===== config.mk =====
export PLATFORM = sky130hd
export DESIGN_NAME = vfs_regs
export DESIGN_NICKNAME = d
export VERILOG_FILES = /design/src/hw/vfs_pkg.sv /design/src/hw/vfs_regs.sv /design/src/hw/vfs_freq_decode.sv
export VERILOG_INCLUDE_DIRS = /design/src /design/src/hw
export SDC_FILE = /design/constraint.sdc
export NUM_CORES = 1
export LEC_CHECK = 0
export ABC_CLOCK_PERIOD_IN_PS = 14200
export BUFFER_PORTS_ARGS = -buffer_cell sky130_fd_sc_hd__buf_2
export CAP_MARGIN = 10
export CELL_PAD_IN_SITES_DETAIL_PLACEMENT = 1
export CELL_PAD_IN_SITES_GLOBAL_PLACEMENT = 2
export CORE_ASPECT_RATIO = 1.2
export CORE_MARGIN = 3
export CORE_UTILIZATION = 34
export CTS_BUF_LIST = sky130_fd_sc_hd__clkbuf_8 sky130_fd_sc_hd__clkbuf_16
export DETAILED_ROUTE_END_ITERATION = 8
export HOLD_SLACK_MARGIN = 0.02
export MAX_ROUTING_LAYER = met4
export PLACE_DENSITY = 0.87
export SLEW_MARGIN = 5
export SYNTH_ARGS = -nofsm -noshare
export SYNTH_HDL_FRONTEND = slang
export SYNTH_SLANG_ARGS = --single-unit

===== constraint.sdc =====
create_clock -name clock_in -period 14.2 [get_ports clock_in]
set_clock_uncertainty 0.2 [all_clocks]
set_input_delay 2.84 -clock clock_in [delete_from_list [all_inputs] [get_ports clock_in]]
set_output_delay 2.84 -clock clock_in [all_outputs]
set_load 0.02 [all_outputs]

===== src/hw/vfs_map.svh =====
`ifndef VFS_MAP_SVH
`define VFS_MAP_SVH
`define VFS_FLOOR_OFFSET 8'h2B
`define VFS_FREQ_OFFSET 8'h33
`define VFS_FLOOR_MSB 11
`define VFS_FREQ_EXP 5'h07
`define VFS_FLOOR_RESET 12'h000
`define VFS_FREQ_RESET 4'h7
`define VFS_FLOOR_VALID_MIN 12'h000
`define VFS_FLOOR_VALID_MAX 12'hFFF
`define VFS_SCALE_RESTORE_HI 4'h8
`define VFS_FREQ_LO_OK 4'h4
`endif


===== src/hw/vfs_pkg.sv =====
package vfs_pkg;
    typedef enum logic [7:0] {
        VFS_F0P4 = 8'h01,
        VFS_F0P6 = 8'h02,
        VFS_F0P8 = 8'h04,
        VFS_F1P0 = 8'h08,
        VFS_F1P2 = 8'h10,
        VFS_F1P4 = 8'h20,
        VFS_F1P8 = 8'h40,
        VFS_F2P0 = 8'h80
    } vfs_freq_type;
    typedef enum logic [2:0] {
        VFS_ST_WAIT = 3'h1,
        VFS_ST_LOAD = 3'h2,
        VFS_ST_RUN = 3'h4
    } vfs_startup_type;
    typedef struct packed {
        logic none_of_above;
        logic vout_word;
        logic vout_minmax_warn;
        logic cml_invalid_data;
    } vfs_status_type;
    typedef struct packed {
        logic wr;
        logic rd;
        logic [7:0] cmd;
        logic [15:0] data;
    } vfs_req_type;
endpackage : vfs_pkg


===== src/hw/vfs_regs.sv =====
`timescale 1ns/10ps
`include "vfs_map.svh"
// Contract
// Commanded output never goes below floor; vout ramps up to a raised floor one step per clock.
// Floor is 12 bits, upper four read zero.
// Detect target below floor while converting.
// On warning, ramp target to floor.
// Warning sets three status bits.
// Warning notifies host.
// Floor above target gives same response.
// Out-of-range floor write is invalid data.
// Frequency exponent fixed at plus seven.
// Bits 10:4 zero, 3:0 writable mantissa.
// Mantissa maps to table frequency.
// Startup value from memory or strap.
// Strap limited to four frequencies.
// Unsupported frequency write is invalid data.
// Scale mantissa 8 to 15 restores 8.
// Frequency change on the fly; read returns write.
module vfs_regs (
    input wire logic clock_in,
    input wire logic nrst_in,
    input wire logic wr_in,
    input wire logic rd_in,
    input wire logic [7:0] cmd_in,
    input wire logic [15:0] wdata_in,
    input wire logic converting_in,
    input wire logic [11:0] target_in,
    input wire logic [11:0] nvm_floor_in,
    input wire logic [3:0] nvm_freq_in,
    input wire logic use_strap_in,
    input wire logic [3:0] second_strap_selector_in,
    input wire logic [3:0] scale_mant_in,
    output logic [15:0] rdata_out,
    output logic [11:0] vout_cmd_out,
    output logic ramp_out,
    output vfs_pkg::vfs_freq_type freq_out,
    output vfs_pkg::vfs_status_type status_out,
    output logic notify_out,
    output logic [3:0] scale_restore_out
);
    logic [3:0] s1_q;
    logic [3:0] s2_q;
    logic [3:0] s3_q;
    logic [3:0] strap_held_q;
    logic [3:0] strap_held_d;
    logic [2:0] settle_q;
    logic [2:0] settle_d;
    vfs_pkg::vfs_startup_type state_q;
    vfs_pkg::vfs_startup_type state_d;
    logic [11:0] floor_q;
    logic [11:0] floor_d;
    logic [3:0] freq_q;
    logic [3:0] freq_d;
    logic strap_mode_q;
    logic strap_mode_d;
    logic [11:0] vout_q;
    logic [11:0] vout_d;
    logic ramp_q;
    logic ramp_d;
    logic [15:0] rdata_q;
    logic [15:0] rdata_d;
    vfs_pkg::vfs_status_type status_q;
    logic notify_q;
    logic notify_d;
    logic pend_q;
    logic pend_d;
    logic [3:0] restore_q;
    logic [3:0] restore_d;

    wire logic sel_floor;
    wire logic sel_freq;
    wire logic wr_floor;
    wire logic wr_freq;
    wire logic rd_floor;
    wire logic rd_freq;
    wire logic floor_hi_bad;
    wire logic floor_range_bad;
    wire logic floor_bad;
    wire logic floor_ok;
    wire logic freq_bad;
    wire logic freq_ok;
    wire logic invalid_any;
    wire logic below;
    wire logic warn;
    wire logic warn_new;
    wire logic notify_req;
    wire logic [11:0] clamp_tgt;
    wire logic step_up;
    wire logic step_down;
    wire logic strap_ok;
    wire logic [3:0] strap_val;
    wire logic settle_done;
    wire logic load_now;
    wire logic loading;
    wire logic running;
    wire logic [3:0] start_freq;
    wire logic [15:0] floor_word;
    wire logic [15:0] freq_word;
    wire logic scale_hi;
    wire logic [3:0] status_d;

    // Compares a command code against one register offset.
    function automatic logic cmd_hit(input logic [7:0] code, input logic [7:0] offset);
        return code == offset;
    endfunction : cmd_hit

    // Command decode.
    assign sel_floor = cmd_hit(cmd_in, `VFS_FLOOR_OFFSET);
    assign sel_freq = cmd_hit(cmd_in, `VFS_FREQ_OFFSET);
    assign wr_floor = wr_in && sel_floor;
    assign wr_freq = wr_in && sel_freq;
    assign rd_floor = rd_in && sel_floor;
    assign rd_freq = rd_in && sel_freq;

    // Write validity checks.
    assign floor_hi_bad = wdata_in[15:12] != 4'h0;
    assign floor_range_bad = wdata_in[11:0] < `VFS_FLOOR_VALID_MIN ||
        wdata_in[11:0] > `VFS_FLOOR_VALID_MAX;
    assign floor_bad = wr_floor && (floor_hi_bad || floor_range_bad);
    assign floor_ok = wr_floor && !floor_bad;
    assign freq_bad = wr_freq && wdata_in[15:4] != {`VFS_FREQ_EXP, 7'h00};
    assign freq_ok = wr_freq && !freq_bad;
    assign invalid_any = floor_bad || freq_bad;

    // Floor comparison and clamp.
    assign below = target_in < floor_q;
    assign warn = converting_in && below;
    assign warn_new = warn && !status_q.vout_minmax_warn;
    assign clamp_tgt = below ? floor_q : target_in;
    assign step_up = vout_q < clamp_tgt;
    assign step_down = vout_q > clamp_tgt;

    // Strap passes three flops; a value counts once the last two agree.
    assign strap_ok = s2_q == s3_q;
    assign strap_held_d = strap_ok ? s3_q : strap_held_q;
    assign strap_val = strap_held_q;

    // Start-up sequencing.
    assign settle_done = settle_q == 3'h7;
    assign settle_d = settle_done ? settle_q : settle_q + 3'h1;
    assign load_now = settle_done && (strap_ok || !use_strap_in);
    assign loading = state_q == vfs_pkg::VFS_ST_LOAD && load_now;
    assign running = state_q == vfs_pkg::VFS_ST_RUN;
    assign start_freq = use_strap_in ? strap_val : nvm_freq_in;

    // Read data words.
    assign floor_word = {4'h0, floor_q};
    assign freq_word = {`VFS_FREQ_EXP, 7'h00, freq_q};

    // Status, notification and scale restore next values.
    genvar gi;
    generate
        for (gi = 1; gi < 4; gi++) begin : g_warn_bit
            assign status_d[gi] = status_q[gi] | warn;
        end
    endgenerate
    assign status_d[0] = status_q[0] | invalid_any;
    assign notify_req = warn_new || invalid_any;
    // A second event during a pulse waits one cycle, so pulses never merge.
    assign notify_d = !notify_q && (notify_req || pend_q);
    assign pend_d = notify_q && (notify_req || pend_q);
    assign scale_hi = scale_mant_in >= `VFS_SCALE_RESTORE_HI;
    assign restore_d = scale_hi ? `VFS_SCALE_RESTORE_HI : 4'h0;

    always_comb begin
        state_d = state_q;
        unique case (state_q)
            vfs_pkg::VFS_ST_WAIT: begin
                if (settle_done) begin
                    state_d = vfs_pkg::VFS_ST_LOAD;
                end
            end
            vfs_pkg::VFS_ST_LOAD: begin
                if (load_now) begin
                    state_d = vfs_pkg::VFS_ST_RUN;
                end
            end
            vfs_pkg::VFS_ST_RUN: begin
                state_d = vfs_pkg::VFS_ST_RUN;
            end
            default: begin
                state_d = vfs_pkg::VFS_ST_WAIT;
            end
        endcase
    end

    always_comb begin
        freq_d = freq_q;
        strap_mode_d = strap_mode_q;
        if (loading) begin
            freq_d = start_freq;
            strap_mode_d = use_strap_in;
        end else if (running && freq_ok) begin
            freq_d = wdata_in[3:0];
            strap_mode_d = 1'b0;
        end
    end

    always_comb begin
        floor_d = floor_q;
        if (!running) begin
            floor_d = nvm_floor_in;
        end else if (floor_ok) begin
            floor_d = wdata_in[11:0];
        end
    end

    // Output target moves one step per clock toward the clamped target.
    always_comb begin
        vout_d = vout_q;
        ramp_d = 1'b0;
        if (step_up) begin
            vout_d = vout_q + 12'h001;
            ramp_d = 1'b1;
        end else if (step_down) begin
            vout_d = vout_q - 12'h001;
            ramp_d = 1'b1;
        end
    end

    always_comb begin
        rdata_d = rdata_q;
        if (rd_floor) begin
            rdata_d = floor_word;
        end else if (rd_freq) begin
            rdata_d = freq_word;
        end else if (rd_in) begin
            rdata_d = 16'h0000;
        end
    end

    always_ff @(posedge clock_in) begin
        s1_q <= second_strap_selector_in;
        s2_q <= s1_q;
        s3_q <= s2_q;
        strap_held_q <= strap_held_d;
    end

    always_ff @(posedge clock_in) begin
        if (!nrst_in) begin
            settle_q <= 3'h0;
        end else begin
            settle_q <= settle_d;
        end
    end

    always_ff @(posedge clock_in) begin
        if (!nrst_in) begin
            state_q <= vfs_pkg::VFS_ST_WAIT;
        end else begin
            state_q <= state_d;
        end
    end

    always_ff @(posedge clock_in) begin
        if (!nrst_in) begin
            floor_q <= `VFS_FLOOR_RESET;
        end else begin
            floor_q <= floor_d;
        end
    end

    always_ff @(posedge clock_in) begin
        if (!nrst_in) begin
            freq_q <= `VFS_FREQ_RESET;
        end else begin
            freq_q <= freq_d;
        end
    end

    always_ff @(posedge clock_in) begin
        if (!nrst_in) begin
            strap_mode_q <= 1'b0;
        end else begin
            strap_mode_q <= strap_mode_d;
        end
    end

    always_ff @(posedge clock_in) begin
        if (!nrst_in) begin
            vout_q <= `VFS_FLOOR_RESET;
        end else begin
            vout_q <= vout_d;
        end
    end

    always_ff @(posedge clock_in) begin
        if (!nrst_in) begin
            ramp_q <= 1'b0;
        end else begin
            ramp_q <= ramp_d;
        end
    end

    always_ff @(posedge clock_in) begin
        if (!nrst_in) begin
            status_q <= 4'h0;
        end else begin
            status_q <= status_d;
        end
    end

    always_ff @(posedge clock_in) begin
        if (!nrst_in) begin
            notify_q <= 1'b0;
        end else begin
            notify_q <= notify_d;
        end
    end

    always_ff @(posedge clock_in) begin
        if (!nrst_in) begin
            pend_q <= 1'b0;
        end else begin
            pend_q <= pend_d;
        end
    end

    always_ff @(posedge clock_in) begin
        if (!nrst_in) begin
            restore_q <= 4'h0;
        end else begin
            restore_q <= restore_d;
        end
    end

    always_ff @(posedge clock_in) begin
        if (!nrst_in) begin
            rdata_q <= 16'h0000;
        end else begin
            rdata_q <= rdata_d;
        end
    end

    vfs_freq_decode u_dec (
        .clock_in(clock_in),
        .nrst_in(nrst_in),
        .mant_in(freq_q),
        .strap_in(strap_mode_q),
        .freq_out(freq_out)
    );
    assign rdata_out = rdata_q;
    assign vout_cmd_out = vout_q;
    assign ramp_out = ramp_q;
    assign status_out = status_q;
    assign notify_out = notify_q;
    assign scale_restore_out = restore_q;
endmodule : vfs_regs


===== src/hw/vfs_freq_decode.sv =====
`timescale 1ns/10ps
module vfs_freq_decode (
    input wire logic clock_in,
    input wire logic nrst_in,
    input wire logic [3:0] mant_in,
    input wire logic strap_in,
    output vfs_pkg::vfs_freq_type freq_out
);
    wire logic [3:0] m;
    vfs_pkg::vfs_freq_type f_d;
    vfs_pkg::vfs_freq_type f_q;
    assign m = mant_in;
    // Strap limits to 0.6, 0.8, 1.0 or 1.4 MHz.
    always_comb begin
        if (m < 4'h4) f_d = strap_in ? vfs_pkg::VFS_F0P6 : vfs_pkg::VFS_F0P4;
        else if (m < 4'h6) f_d = vfs_pkg::VFS_F0P6;
        else if (m < 4'h7) f_d = vfs_pkg::VFS_F0P8;
        else if (m < 4'h9) f_d = vfs_pkg::VFS_F1P0;
        else if (m < 4'hA) f_d = strap_in ? vfs_pkg::VFS_F1P0 : vfs_pkg::VFS_F1P2;
        else if (m < 4'hD) f_d = vfs_pkg::VFS_F1P4;
        else if (m < 4'hF) f_d = strap_in ? vfs_pkg::VFS_F1P4 : vfs_pkg::VFS_F1P8;
        else f_d = strap_in ? vfs_pkg::VFS_F1P4 : vfs_pkg::VFS_F2P0;
    end
    always_ff @(posedge clock_in) begin
        if (!nrst_in) f_q <= vfs_pkg::VFS_F0P4;
        else f_q <= f_d;
    end
    assign freq_out = f_q;
endmodule : vfs_freq_decode


==> flow_summary.toml <==
[power_and_ir_drop]
switching_share_pct = 34.1
powerDensity_mw_per_mm2 = 147
p_int_w = 0.000497
switching_power_w = 0.000257
pwr-share-seq_pct = 35.2
leakagePower_nw = 2.28
p_comb_share_pct = 34.8
peakVddDrop_v = 0.0000622
clkPwrFrac_pct = 30.0

[critical_path]
cp-start-kind = "input pin"
required_ps = 14200
critPathKind = "in2reg"
crit_fanout = 17
worst_ep_arrival_time_ps = 7640
endpoint_kind = "flop"

[worst_hold_path]
hp-class = "reg2reg"

[logic_synthesis]
synth_edf_count = 4
synth_cell_types = 59
synth-async-reset-ratio_pct = 0
synth_top_area_share_pct = 35.5
synth_top_area_cell = "dfxtp_1"
netlist_instances = 455
syn_area_mm2 = 0.00429
ys_seq_area_share_pct = 38.3
synthTopCellsByArea = "dfxtp_1 (35%), ha_1 (10%), mux2i_1 (8.6%)"
ys_seq_elements = 80
syn_area_per_cell_um2 = 9.42
ys_warn_count = 0
synth_ff_type = "dfxtp_1"

[global_route]
grt_first_pass_wirelength_um = 17900
antenna_found_initial = 1
busiest_layer = "met2"
grtUsageMet2_pct = 28.7
grt.total_usage_pct = 16.7
grt_pass1_vias = 3796
grt_max_degree = 45
met1_usage_pct = 19.2
grt-ovfl-total = 0
use_met3_pct = 3.21

[clocking]
cts_tree = "yes"
clk_pin_slew_ps = 60
cts_root_buf = "clkbuf_16"
cts_max_level = 3
cts_hold_buf = 0
cts_buffers = 9
cts_resized = 0
cts_buffer_depth = 2
cts_setup_buffers = 0
clk_latency_ps = 340
numClockSinks = 80

[detailed_routing]
drtPass1Iterations = 4
drt_wl_total_um = 11000
vias = 3613
avgViaCountPerCell = 5.08
drtIter0Drc = 61
drc = 0
final_antenna_net_count = 0
post_drt_wl_per_cell_um = 15.4

[timing]
setup_viol = 0
setup-tns-final_ps = 0
maxSlewHeadroom_pct = 36.7
hold_viol = 0
post-route-period-util_pct = 53.7
rsz0062_at_grt = "false"
worst_slew_pin_slew_ps = 945
timing.final.crit_period_ps = 7630
drv_slew = 0
fmax_mhz = 131

[floorplan]
start_util_pct = 35.1
die_w_um = 109
design.core.area_mm2 = 0.0122
rows = 44
dieArea_mm2 = 0.0140
io_pins = 112
die_h_um = 129

[finish]
layout_common_cells = "buf_2 (103), dfxtp_1 (76), nor2_1 (44)"
fillerInstances = 1442
drive_above_1_share_pct = 25.0
final_common_cell = "buf_2"
area_growth_pct = 19.7
utilization_pct = 42.0
final_nets = 647
layout.cells.non_filler = 711

[place]
hpwl_um = 8540
place_inst = 695
gp_congestion = 0.772
io_buffers = 103

[job]
maxCapViolCount = 0

[outcome]
outcome = "completed"
-- registers in the layout (all words and copies together) (netlist names), 3 cells and up --
name            flops
rdata_out          13
floor_q            12
vout_cmd_out       12
u_dec.freq_out      8
freq_q              4
s1_q                4
s2_q                4
s3_q                4
status_out          4
strap_held_q        4
settle_q            3
state_q             3
-- final timing paths --
check,from,to,slack (ps),cells after the start
worst max-delay path,target_in[1],vout_cmd_out[11],6570,21
worst min-delay path,s1_q[2],s2_q[2],130,0
worst max register to register,floor_q[1],vout_cmd_out[11],8760,21
worst min register to register,s1_q[2],s2_q[2],130,0
-- power groups by stage --
stage / registers (W) / logic, W / clock network [W]
floorplan: 0.000280 / 0.000186 / 0
global placement: 0.000270 / 0.000249 / 0
detailed placement: 0.000272 / 0.000263 / 0
CTS: 0.000267 / 0.000265 / 0.000233
global route: 0.000269 / 0.000298 / 0.000243
finish: 0.000265 / 0.000262 / 0.000226
-- cells by family after synthesis --
| logic type | Yosys count | synth area share, % |
|---|---|---|
| AND/OR/NAND/NOR | 136 | 16.3 |
| AO/OA/AOI/OAI | 98 | 15.9 |
| flip-flops | 80 | 38.3 |
| buffers and inverters | 48 | 6.07 |
| multiplexers | 39 | 9.25 |
| adder cells (fa/ha/maj) | 36 | 10.7 |
| XOR/XNOR | 17 | 3.47 |
| other | 1 | 0.0875 |
-- stage by stage --
stage	total power [W]	area (um2)	worst slack, ps	hold WS [ps]
floorplan	0.000466	4300	7150	110
global placement	0.000519	4840	6280	110
detailed placement	0.000535	4840	6160	116
CTS	0.000765	5130	6510	130
global route	0.000811	5130	6100	132
finish	0.000754	5130	6570	126
-- layout make-up --
type,instances,area [um2],share of cell area (%)
diodes,1,2.50,0.0488
clock buffers,10,239,4.66
clock inverters,5,50.0,0.975
inverters,18,67.6,1.32
multi-input cells,331,2400,46.8
flip-flops and latches,80,1640,32.0
well taps,161,201,3.92
repair buffers,105,531,10.3
-- layer usage --
| metal | vias up | share of wire [%] | wire, um |
|---|---|---|---|
| met5 | - | 0 | 0 |
| met4 | 0 | 1.6 | 175 |
| met3 | 18 | 3.7 | 404 |
| met2 | 69 | 50 | 5510 |
| met1 | 1728 | 44 | 4880 |
| li1 | 1798 | - | - |
-- critical path, cell delays in order --
cell      delay, ps
buf_2           130
ha_1            270
a21o_1          130
a211oi_2         70
o31a_1          290
o21ai_1         140
a21o_1          680
mux2i_1         220
ha_1            340
nand4_1         160
a211o_1         330
and3_1          210
inv_2           220
ha_1            290
o21ai_0         110
o21bai_1        240
o211ai_1        150
a311oi_1        340
mux2i_1         260
xor2_1          160
nor2_1           50
-- synth_stat cells, types with 3 or more instances --
master and n:
a211oi_1 7, a211oi_2 9, a21o_1 8, a21oi_1 34
a32oi_1 5, and2_1 5, and3_1 3, buf_2 3
buf_4 7, buf_6 3, clkbuf_1 13, dfxtp_1 76
edfxtp_1 4, ha_1 35, inv_1 17, mux2i_1 37
nand2_1 23, nand2b_1 17, nand3_1 15, nand4_1 6
nor2_1 44, nor3_1 7, nor4_1 3, o211ai_1 4
o21ai_0 7, o21ai_1 4, o21bai_1 3, o221ai_1 3
xnor2_1 7, xor2_1 10
(Power assumes the default switching activity.)
